[src/rtl/gtic_pkg.sv]
// Purpose: Shared constants for the pin and tick interrupt control block.
// Assumes: APB slave with 32-bit data, registers in the low byte of a word.
package gtic_pkg;
    localparam logic [31:0] IDX_INPUT_CTRL = 32'hfff42018;
    localparam logic [31:0] IDX_PIN_CTRL   = 32'hfff42019;
    localparam logic [31:0] IDX_T2_CTRL    = 32'hfff4201a;
    localparam logic [31:0] IDX_T1_CTRL    = 32'hfff4201b;
    localparam int          ADDR_W         = 12;
    localparam int          B_POL          = 7;
    localparam int          B_EDGE         = 6;
    localparam int          B_PEND         = 5;
    localparam int          B_EN           = 4;
    localparam int          B_CLR          = 3;
    localparam int          LVL_W          = 3;
    localparam int          B_GPI          = 2;
    localparam int          B_OE           = 1;
    localparam int          B_OUT          = 0;
    localparam logic [7:0]  RST_CTRL       = 8'h00;
    localparam int          NSRC           = 3;
    localparam int          SRC_GPIO       = 0;
    localparam int          SRC_T1         = 1;
    localparam int          SRC_T2         = 2;

    typedef enum logic {APB_IDLE, APB_ACK} gtic_apb_t;

    // Word index of the APB address matched against the low bits of an index.
    function automatic logic hit(input logic [ADDR_W-1:0] a, input logic [31:0] idx);
        return a[ADDR_W-1:2] == idx[ADDR_W-3:0];
    endfunction

    function automatic logic [31:0] srcIdx(input int s);
        return (s == SRC_GPIO) ? IDX_INPUT_CTRL : (s == SRC_T1) ? IDX_T1_CTRL : IDX_T2_CTRL;
    endfunction
endpackage

[src/rtl/gtic_src_if.sv]
// Purpose: Control and status of one interrupt source.
// Assumes: One clock domain.
// Notes: The controller drives mode and strobes, the source returns status.
`timescale 1ns/1ns
interface gtic_src_if;
    logic       edgeMode;
    logic       evt;
    logic       lvlIn;
    logic       clr;
    logic       en;
    logic [2:0] lvl;
    logic       pend;
    logic [2:0] req;
    modport src (input edgeMode, evt, lvlIn, clr, en, lvl, output pend, req);
    modport ctl (output edgeMode, evt, lvlIn, clr, en, lvl, input pend, req);
endinterface

[src/rtl/gtic_pin_sync.sv]
// Purpose: Synchronise the pin and flag its edges.
// Assumes: Pin is asynchronous to clk.
// Notes: The first stage feeds only the second stage.
`timescale 1ns/1ns
module gtic_pin_sync (
    input  wire logic clk,
    input  wire logic rst_n,
    input  wire logic pinIn,
    output logic      pinLvl,
    output logic      pinRise,
    output logic      pinFall
);
    logic metaQ;
    logic syncQ;
    logic prevQ;

    always_ff @(posedge clk or negedge rst_n)
    begin
        if (!rst_n)
        begin
            metaQ <= 1'b0;
            syncQ <= 1'b0;
            prevQ <= 1'b0;
        end
        else
        begin
            metaQ <= pinIn;
            syncQ <= metaQ;
            prevQ <= syncQ;
        end
    end

    assign pinLvl  = syncQ;
    assign pinRise = syncQ & ~prevQ;
    assign pinFall = ~syncQ & prevQ;
endmodule

[src/rtl/gtic_src.sv]
// Purpose: Pending capture and gated request for one interrupt source.
// Assumes: Event is a one-cycle pulse.
// Notes: Request is registered, one cycle behind pending.
`timescale 1ns/1ns
module gtic_src (
    input wire logic clk,
    input wire logic rst_n,
    gtic_src_if.src  s
);

    always_ff @(posedge clk or negedge rst_n)
    begin
        if (!rst_n)
            s.pend <= 1'b0;
        else if (!s.edgeMode)
            s.pend <= s.lvlIn;
        else if (s.evt)
            s.pend <= 1'b1;
        else if (s.clr)
            s.pend <= 1'b0;
    end

    // A level of zero is treated like a disabled source.
    always_ff @(posedge clk or negedge rst_n)
    begin
        if (!rst_n)
            s.req <= 3'h0;
        else if (s.pend && s.en && s.lvl != 3'h0)
            s.req <= s.lvl;
        else
            s.req <= 3'h0;
    end
endmodule

[src/rtl/gtic_top.sv]
// Purpose: APB registers for pin control, input pin and tick timer interrupts.
// Assumes: Timer counts and compares come from the tick timer block.
// Notes: One wait state on every APB access.
`timescale 1ns/1ns
module gtic_top (
    input  wire logic        clk,
    input  wire logic        rst_n,
    input  wire logic [11:0] paddr,
    input  wire logic        psel,
    input  wire logic        penable,
    input  wire logic        pwrite,
    input  wire logic [31:0] pwdata,
    output logic      [31:0] prdata,
    output logic             pready,
    output logic             pslverr,
    input  wire logic        gpioPinIn,
    output logic             gpioPinOut,
    output logic             gpioPinOeN,
    input  wire logic [31:0] tick1Count,
    input  wire logic [31:0] tick1Compare,
    input  wire logic [31:0] tick2Count,
    input  wire logic [31:0] tick2Compare,
    output logic      [2:0]  gpioIrqLevel,
    output logic      [2:0]  tick1IrqLevel,
    output logic      [2:0]  tick2IrqLevel
);

    gtic_pkg::gtic_apb_t apbStateQ;
    logic [31:0] prdataQ;
    logic        preadyQ;
    logic        pslverrQ;
    logic        polQ;
    logic        edgeQ;
    logic        edgeD;
    logic        pinOutQ;
    logic        pinOeNQ;
    logic [1:0]  matchQ;
    logic [1:0]  matchD;
    logic [gtic_pkg::NSRC-1:0] enQ;
    logic [2:0]  lvlQ [gtic_pkg::NSRC];
    logic [gtic_pkg::NSRC-1:0] srcHit;
    logic [gtic_pkg::NSRC-1:0] srcClr;
    logic [gtic_pkg::NSRC-1:0] srcEvt;
    logic [gtic_pkg::NSRC-1:0] srcEdge;
    logic [gtic_pkg::NSRC-1:0] srcPend;
    logic        pinHit;
    logic        wrEn;
    logic        mapped;
    logic [7:0]  rdByte;
    logic        pinLvl;
    logic        pinRise;
    logic        pinFall;

    gtic_src_if srcIf [gtic_pkg::NSRC] ();

    gtic_pin_sync u_sync (
        .clk     (clk),
        .rst_n   (rst_n),
        .pinIn   (gpioPinIn),
        .pinLvl  (pinLvl),
        .pinRise (pinRise),
        .pinFall (pinFall)
    );

    // Writes land at the edge where the master sees pready high.
    assign wrEn   = psel && penable && pwrite && preadyQ;
    assign pinHit = gtic_pkg::hit(paddr, gtic_pkg::IDX_PIN_CTRL);
    assign mapped = pinHit || (|srcHit);

    // The new edge select governs the same write, so a clear sent with it works.
    assign edgeD = (wrEn && srcHit[gtic_pkg::SRC_GPIO]) ? pwdata[gtic_pkg::B_EDGE] : edgeQ;

    assign matchD[0] = tick1Count == tick1Compare;
    assign matchD[1] = tick2Count == tick2Compare;

    always_comb
    begin
        srcEdge = '1;
        srcEvt  = '0;
        srcEdge[gtic_pkg::SRC_GPIO] = edgeD;
        srcEvt[gtic_pkg::SRC_GPIO]  = polQ ? pinFall : pinRise;
        srcEvt[gtic_pkg::SRC_T1]    = matchD[0] & ~matchQ[0];
        srcEvt[gtic_pkg::SRC_T2]    = matchD[1] & ~matchQ[1];
    end

    genvar gi;
    generate
        for (gi = 0; gi < gtic_pkg::NSRC; gi++)
        begin : g_src
            assign srcHit[gi] = gtic_pkg::hit(paddr, gtic_pkg::srcIdx(gi));
            assign srcClr[gi] = wrEn && srcHit[gi] && pwdata[gtic_pkg::B_CLR];
            assign srcIf[gi].edgeMode = srcEdge[gi];
            assign srcIf[gi].evt      = srcEvt[gi];
            assign srcIf[gi].lvlIn    = (gi == gtic_pkg::SRC_GPIO) ? (pinLvl ^ polQ) : 1'b0;
            assign srcIf[gi].clr      = srcClr[gi];
            assign srcIf[gi].en       = enQ[gi];
            assign srcIf[gi].lvl      = lvlQ[gi];
            // Pending is copied out here because an interface array takes only constant indices.
            assign srcPend[gi]        = srcIf[gi].pend;
            gtic_src u_src (
                .clk   (clk),
                .rst_n (rst_n),
                .s     (srcIf[gi])
            );
        end
    endgenerate

    always_ff @(posedge clk or negedge rst_n)
    begin
        if (!rst_n)
            matchQ <= 2'h0;
        else
            matchQ <= matchD;
    end

    always_ff @(posedge clk or negedge rst_n)
    begin
        if (!rst_n)
        begin
            enQ <= '0;
            for (int i = 0; i < gtic_pkg::NSRC; i++)
                lvlQ[i] <= gtic_pkg::RST_CTRL[2:0];
        end
        else
        begin
            for (int i = 0; i < gtic_pkg::NSRC; i++)
            begin
                if (wrEn && srcHit[i])
                begin
                    enQ[i]  <= pwdata[gtic_pkg::B_EN];
                    lvlQ[i] <= pwdata[gtic_pkg::LVL_W-1:0];
                end
            end
        end
    end

    always_ff @(posedge clk or negedge rst_n)
    begin
        if (!rst_n)
        begin
            polQ  <= 1'b0;
            edgeQ <= 1'b0;
        end
        else
        begin
            edgeQ <= edgeD;
            if (wrEn && srcHit[gtic_pkg::SRC_GPIO])
                polQ <= pwdata[gtic_pkg::B_POL];
        end
    end

    always_ff @(posedge clk or negedge rst_n)
    begin
        if (!rst_n)
        begin
            pinOutQ <= 1'b0;
            pinOeNQ <= 1'b1;
        end
        else if (wrEn && pinHit)
        begin
            pinOutQ <= pwdata[gtic_pkg::B_OUT];
            pinOeNQ <= ~pwdata[gtic_pkg::B_OE];
        end
    end

    // Clear strobes are never stored, so they read back as zero.
    always_comb
    begin
        rdByte = 8'h00;
        if (srcHit[gtic_pkg::SRC_GPIO])
        begin
            rdByte[gtic_pkg::B_POL]  = polQ;
            rdByte[gtic_pkg::B_EDGE] = edgeQ;
        end
        for (int i = 0; i < gtic_pkg::NSRC; i++)
        begin
            if (srcHit[i])
            begin
                rdByte[gtic_pkg::B_PEND]        = srcPend[i];
                rdByte[gtic_pkg::B_EN]          = enQ[i];
                rdByte[gtic_pkg::LVL_W-1:0]     = lvlQ[i];
                rdByte[gtic_pkg::B_CLR]         = 1'b0;
            end
        end
        if (pinHit)
        begin
            rdByte[gtic_pkg::B_GPI] = pinLvl;
            rdByte[gtic_pkg::B_OE]  = ~pinOeNQ;
            rdByte[gtic_pkg::B_OUT] = pinOutQ;
        end
    end

    always_ff @(posedge clk or negedge rst_n)
    begin
        if (!rst_n)
        begin
            apbStateQ <= gtic_pkg::APB_IDLE;
            preadyQ   <= 1'b0;
            pslverrQ  <= 1'b0;
            prdataQ   <= 32'h0;
        end
        else
        begin
            unique case (apbStateQ)
                gtic_pkg::APB_IDLE:
                begin
                    if (psel && penable)
                    begin
                        apbStateQ <= gtic_pkg::APB_ACK;
                        preadyQ   <= 1'b1;
                        pslverrQ  <= ~mapped;
                        prdataQ   <= pwrite ? 32'h0 : {24'h0, rdByte};
                    end
                end
                gtic_pkg::APB_ACK:
                begin
                    apbStateQ <= gtic_pkg::APB_IDLE;
                    preadyQ   <= 1'b0;
                    pslverrQ  <= 1'b0;
                end
            endcase
        end
    end

    assign prdata        = prdataQ;
    assign pready        = preadyQ;
    assign pslverr       = pslverrQ;
    assign gpioPinOut    = pinOutQ;
    assign gpioPinOeN    = pinOeNQ;
    assign gpioIrqLevel  = srcIf[gtic_pkg::SRC_GPIO].req;
    assign tick1IrqLevel = srcIf[gtic_pkg::SRC_T1].req;
    assign tick2IrqLevel = srcIf[gtic_pkg::SRC_T2].req;
endmodule

[config.mk]
export PLATFORM = sky130hd
export DESIGN_NAME = gtic_top
export DESIGN_NICKNAME = d
export VERILOG_FILES = /design/src/rtl/gtic_pkg.sv /design/src/rtl/gtic_src_if.sv /design/src/rtl/gtic_pin_sync.sv /design/src/rtl/gtic_src.sv /design/src/rtl/gtic_top.sv
export SDC_FILE = /design/constraint.sdc
export NUM_CORES = 1
export LEC_CHECK = 0
export BUFFER_PORTS_ARGS = -buffer_cell sky130_fd_sc_hd__buf_2
export CAP_MARGIN = 20
export CORE_MARGIN = 2
export CORE_UTILIZATION = 26
export CTS_BUF_LIST = sky130_fd_sc_hd__clkbuf_8
export DETAILED_ROUTE_END_ITERATION = 8
export HOLD_SLACK_MARGIN = 0.03
export SLEW_MARGIN = 15
export SYNTH_ARGS = -nofsm -noshare
export SYNTH_HDL_FRONTEND = slang
export SYNTH_SLANG_ARGS = --single-unit
[constraint.sdc]
create_clock -name clk -period 1.6 [get_ports clk]
set_input_delay 0.16 -clock clk [delete_from_list [all_inputs] [get_ports clk]]
set_output_delay 0.16 -clock clk [all_outputs]
set_load 0.03 [all_outputs]
; ---- Word-level counts from Yosys, hierarchy flattened
; Index checks and enable logic that the tools add are counted.
[word_totals]
output_inout_bits = 45
word_cells = 93
regBits = 68
[op_classes]
bitwise = 13
muxes = 24
eq_ne = 8
n_reduce_logical = 24
[op_table]
columns = op, count
row1 = 32-bit == test, 2
row2 = 10-bit by 5-bit == test with 1-bit output (second input constant), 4
row3 = 6-bit 2-to-1 mux, 3
row4 = 1-bit logical AND, 16
row5 = 1-bit 2-to-1 mux, 12
row6 = 3-bit 2-to-1 mux, 4
row7 = 3-bit nonzero test, 3
row8 = 8-bit 2-to-1 mux, 1
row9 = 1-bit inverter, 8
row10 = 1-bit case mux with 2 select lines, 3
row11 = 1-bit AND, 4
row12 = 2-bit nonzero test, 2
row13 = 3-bit by 1-bit inequality test with 1-bit output (second input constant), 1
row14 = 3-bit OR reduction, 1
row15 = 2-bit 2-to-1 mux, 1
row16 = 2-bit inequality test (second input constant), 1
row17 = 2-bit AND reduction, 1
row18 = 1-bit logical OR, 1
row19 = 1-bit XOR, 1

; ---- Depth between registers and ports, before layout
[logic_depth]
depth_word = 8
mapped_depth = 6

; ---- Modules after synthesis
; A second synthesis with hierarchy kept.
[hier_totals]
hier_cells = 255
hier_area_um2 = 2691.3
[modules_own_cells]
columns = module, cells_per_inst, instances, area_per_inst_um2
row1 = gtic_top, 217, 1, 2184.6
row2 = gtic_src, 11, 3, 138.9
row3 = gtic_pin_sync, 5, 1, 90.1

; ---- Worst setup path before layout
; No wires, ideal clock.
[synth_path]
path_type = reg2reg
from = reg preadyQ (netlist: pready)
to = reg enQ[2] in the netlist's numbering
path_slack_ns = -0.103
path_buffers = 1
setup_ns = 0.125
t_required_ns = 1.475
t_arrival_ns = 1.578
path_stages_with_launch = 5
cell_sequence = dfrtp_1 > and4_1 > clkbuf_1 > nor4b_4 > mux2_2
[synth_via]
elab_chain_len = 2
[synth_rtl]
columns = item, line_no
row1 = "start, declared", gtic_top.sv:30  ; logic preadyQ;
row2 = "start signal, assigned", gtic_top.sv:198  ; preadyQ <= 1'b0;
row3 = "start signal, assigned", gtic_top.sv:210  ; preadyQ <= 1'b1;
row4 = "start signal, assigned", gtic_top.sv:218  ; preadyQ <= 1'b0;
row5 = 1-bit logical AND, gtic_top.sv:66  ; assign wrEn = psel && penable && pwrite && preadyQ;
row6 = 1-bit logical AND, gtic_top.sv:128  ; if (wrEn && srcHit[i])
row7 = "end signal, assigned by index", gtic_top.sv:130  ; enQ[i] <= pwdata[gtic_pkg::B_EN];
row8 = "end, declared", gtic_top.sv:39  ; logic [gtic_pkg::NSRC-1:0] enQ;
; Every way passes these cells.
; A chain may end at the register's enable or synchronous reset.

; ---- Final worst setup path
[layout_path]
from = reg preadyQ (netlist: pready)
to = reg g_src[0].u_src.s.pend
[layout_via]
elab_chain_len = 4
word_cells_on_any_way = 6
cone_classes = 1 x eq/ne / 2 x mux / 3 x reduce/logical
[layout_rtl]
columns = item, line_no
row1 = 1-bit logical AND (*), gtic_top.sv:66
row2 = 1-bit logical AND (*), "gtic_top.sv:71, gtic_top.sv:91"
row3 = 1-bit 2-to-1 mux / 1-bit logical AND (equally long branches), "gtic_top.sv:71, gtic_top.sv:91"
row4 = 3-bit by 1-bit inequality test with 1-bit output (no source line) / 1-bit 2-to-1 mux (equally long branches), n/a
row5 = "end signal, assigned", gtic_src.sv:16  ; s.pend <= s.lvlIn;
row6 = "end, declared", gtic_src_if.sv:14  ; modport src (input edgeMode, evt, lvlIn, clr, en, lvl, output pend, req);
; Every way passes the cells marked *; elsewhere a longest branch is shown, timed or not.

==> flow_summary.yaml <==
status:
  status: "finished clean"
synth:
  syn_area_sq_mm: 0.00272
  yosys_warnings: 0
  yosysTopAreaCell: "dfrtp_1"
  yosysSeqAreaShare_pct: 39.7
  synth_seq_cells: 43
  synth_area_leaders: "dfrtp_1 39%, xor2_1 18%, buf_4 6.9%, mux2_2 6.6%, nor4_1 3.9%"
  synth_ff_type: "dfrtp_1"
  syn-instance-count: 257
  yosys-top-cells-count: "56 x xor2_1, 42 x dfrtp_1, 25 x buf_4, 17 x nor4_1"
  synth_top_area_share_pct: 38.7
  avgSynthCellArea_sq_um: 10.6
  synth_async_sr_flop_share_pct: 100
  yosysMostFrequentCell: "xor2_1"
  yosysUniqueCellTypes: 40
  synth_edf_count: 0
power_and_ir_drop:
  p_leak_nw: 2.13
  pwr_density_cell_mw_per_mm2: 675
  p_sw_uw: 675
  p_clk_share_pct: 37.4
  comb_power_share_pct: 20.6
  p_int_mw: 1.97
  pwr-share-seq_pct: 42.0
  p_total_mw: 2.65
  p_sw_share_pct: 25.5
  vdd_ir_drop_max_mv: 0.302
floorplanning:
  dieArea_sq_mm: 0.0113
  start_util_pct: 26.6
  core_area_sq_mm: 0.0102
  rows: 37
  boundaryPins: 223
  die_w_um: 106
  die_h_um: 106
worst_setup_path:
  crit_path_frequent_cell: "buf_4"
  startpoint_type: "flop"
  max_stage_delay_ps: 380
  cp.arrival_ps: 1670
  worstPathRequired_ps: 1770
  slowest_stage: "dfrtp_2"
  path_max_fanout: 5
  endpoint_kind: "flop"
  path_cells: "and4_4 > buf_4 > nand4_4 > buf_4 > a31oi_1 > o211ai_1"
  critPathKind: "reg -> reg"
sta:
  period_needed_ps: 1500
  period_share_pct: 93.8
  max_clock_freq_mhz: 666
  grt_setup_unrepaired: "false"
  maxSlewViolCount: 0
  fin_skew_ps: 6.73
  finalHoldViolCount: 0
  setup_viol: 0
global_routing:
  grt_pass1_wl_um: 11600
  overflow: 0
  grtUsageTotal_pct: 12.6
  grt_max_degree: 27
  grt_pass1_vias: 2529
  antenna_found_initial: 0
drt:
  wl_per_cell_um: 11.9
  viasPerCell: 4.23
  vias: 2457
  wirelength_um: 6900
  first_iter_violations: 68
  drt_first_pass_iters: 4
  drc: 0
  antenna_left: 0
cells_and_area:
  insertedDiodeCount: 0
  fin_nets: 622
  drive_gt1_share_pct: 50.1
  area_growth_pct: 44.3
  postLayoutCoreUtil_pct: 38.3
clock_tree:
  path_clk_slew_ps: 80
  cts_buffers: 5
  cts_buffer_depth: 2
  clk_latency_ps: 290
  clock_sinks: 43
  cts_root_buf: "clkbuf_8"
  cts.htree.levels: 2
  cts_tree: "built"
  postCtsSetupBuffers: 0
placement:
  dp_hpwl_um: 5930
  port_buffers: 170
  place_congestion: 0.802
run:
  drv_cap: 0
worst_hold_path:
  holdCritPathClass: "in -> reg"
## through the flow
step	worst slack (ps)	instance area [sq um]	TNS (ps)	cells	hold slack [ps]
2_1_floorplan	39.7	2810	0	281	-136
3_3_place_gp	1.06	3740	0	571	119
3_5_place_dp	-99.7	3740	-214	571	122
4_1_cts	37.9	3890	0	581	65.5
5_1_grt	13.4	3920	0	581	65.4
6_report	99.0	3920	0	581	69.7
## layout make-up
class | count | area, sq um
clock buffer | 5 | 68.8
clock inverter | 3 | 67.6
fill | 1036 | 6310
inverter | 7 | 26.3
multi-input combinational | 201 | 1520
sequential | 43 | 1080
tap | 136 | 170
timing repair buffer | 186 | 988
## cell families after synthesis
family                    Yosys count  share of synthesized area, %
buffers and inverters              37                          8.61
other                               1                         0.138
xor gates and xnor gates           64                          20.6
DFF                                43                          39.7
AOI/OAI and AO/OA                  22                          5.67
and+or+nand+nor                    71                          17.4
muxes                              19                          7.92
## repair_timing
item	in CTS	in global routing
hold buffers	2	0
endpoints found under the hold margin	17	0
setup endpoints to repair	0	1
resized for setup	0	6
## critical path: cells and delay by family (launching register included)
family	cells	cell delay, ps
compound gates	2	270
simple gates	2	400
flops	1	380
buf+inv	2	320
## cells in the final DEF (no fill, tap or decap), types with 2 or more instances in the layout
| cell type | Yosys | layout |
|---|---|---|
| mux2_2 | 16 | 16 |
| o21ai_0 | 5 | 4 |
| nor4_1 | 17 | 17 |
| buf_4 | 25 | 13 |
| nor4b_4 | 3 | 3 |
| nand3_1 | 2 | 2 |
| buf_2 | 1 | 170 |
| and3_1 | 9 | 9 |
| dlygate4sd3_1 | 0 | 2 |
| o22ai_1 | 3 | 3 |
| xor2_1 | 56 | 56 |
| inv_1 | 7 | 7 |
| o21ai_1 | 1 | 2 |
| clkbuf_8 | 0 | 5 |
| nand4_1 | 7 | 7 |
| dfrtp_1 | 42 | 41 |
| o41ai_1 | 4 | 4 |
| xnor2_1 | 8 | 8 |
| a21o_1 | 2 | 2 |
| conb_1 | 1 | 25 |
| nand2_1 | 16 | 16 |
| a21oi_1 | 2 | 2 |
| nor2_1 | 7 | 7 |
| bufinv_16 | 0 | 2 |
## state kept, by name, summed over array words and instances (netlist names), 2 cells and up
signal              count
srcIf.lvl               9
g_src.u_src.s.pend      3
matchQ                  2
enQ                     3
prdata                  7
g_src.u_src.s.req       9
## per-layer routing
metal  wire length (um)  global-route usage (%)  vias up
li1                   -                       -     1219
met1               2770                    15.4     1124
met2               3620                    23.0      105
met3                414                    1.78        9
met4                 99                    3.10        0
met5                  0                       0        -
## path summary, 6_finish.rpt
| path | from | endpoint | slack [ps] | cells past startpoint |
|---|---|---|---|---|
| min in group asynchronous | rst_n | g_src[2].u_src.s.req[1]$_DFF_PN0_ | 330 | 2 |
| min reg2reg | u_sync.metaQ$_DFF_PN0_ | u_sync.pinLvl$_DFF_PN0_ | 360 | 0 |
| min | pwdata[1] | gpioPinOeN$_DFFE_PN1P_ | 70 | 2 |
| max | pready$_DFFE_PN0P_ | g_src[0].u_src.s.pend$_DFFE_PN0P_ | 100 | 6 |
| max in group asynchronous | rst_n | edgeQ$_DFF_PN0_ | 780 | 3 |
| max reg2reg | pready$_DFFE_PN0P_ | g_src[0].u_src.s.pend$_DFFE_PN0P_ | 100 | 6 |
## power groups by stage
| stage | clock (mW) | combinational (mW) | sequential [mW] |
|---|---|---|---|
| 3_5_place_dp | 0 | 0.544 | 1.13 |
| 5_1_grt | 1.06 | 0.601 | 1.11 |
| 3_3_place_gp | 0 | 0.533 | 1.13 |
| 6_report | 0.988 | 0.546 | 1.11 |
| 2_1_floorplan | 0 | 0.289 | 1.14 |
| 4_1_cts | 1.01 | 0.549 | 1.11 |
No activity file was read; power rests on OpenSTA's default activity.
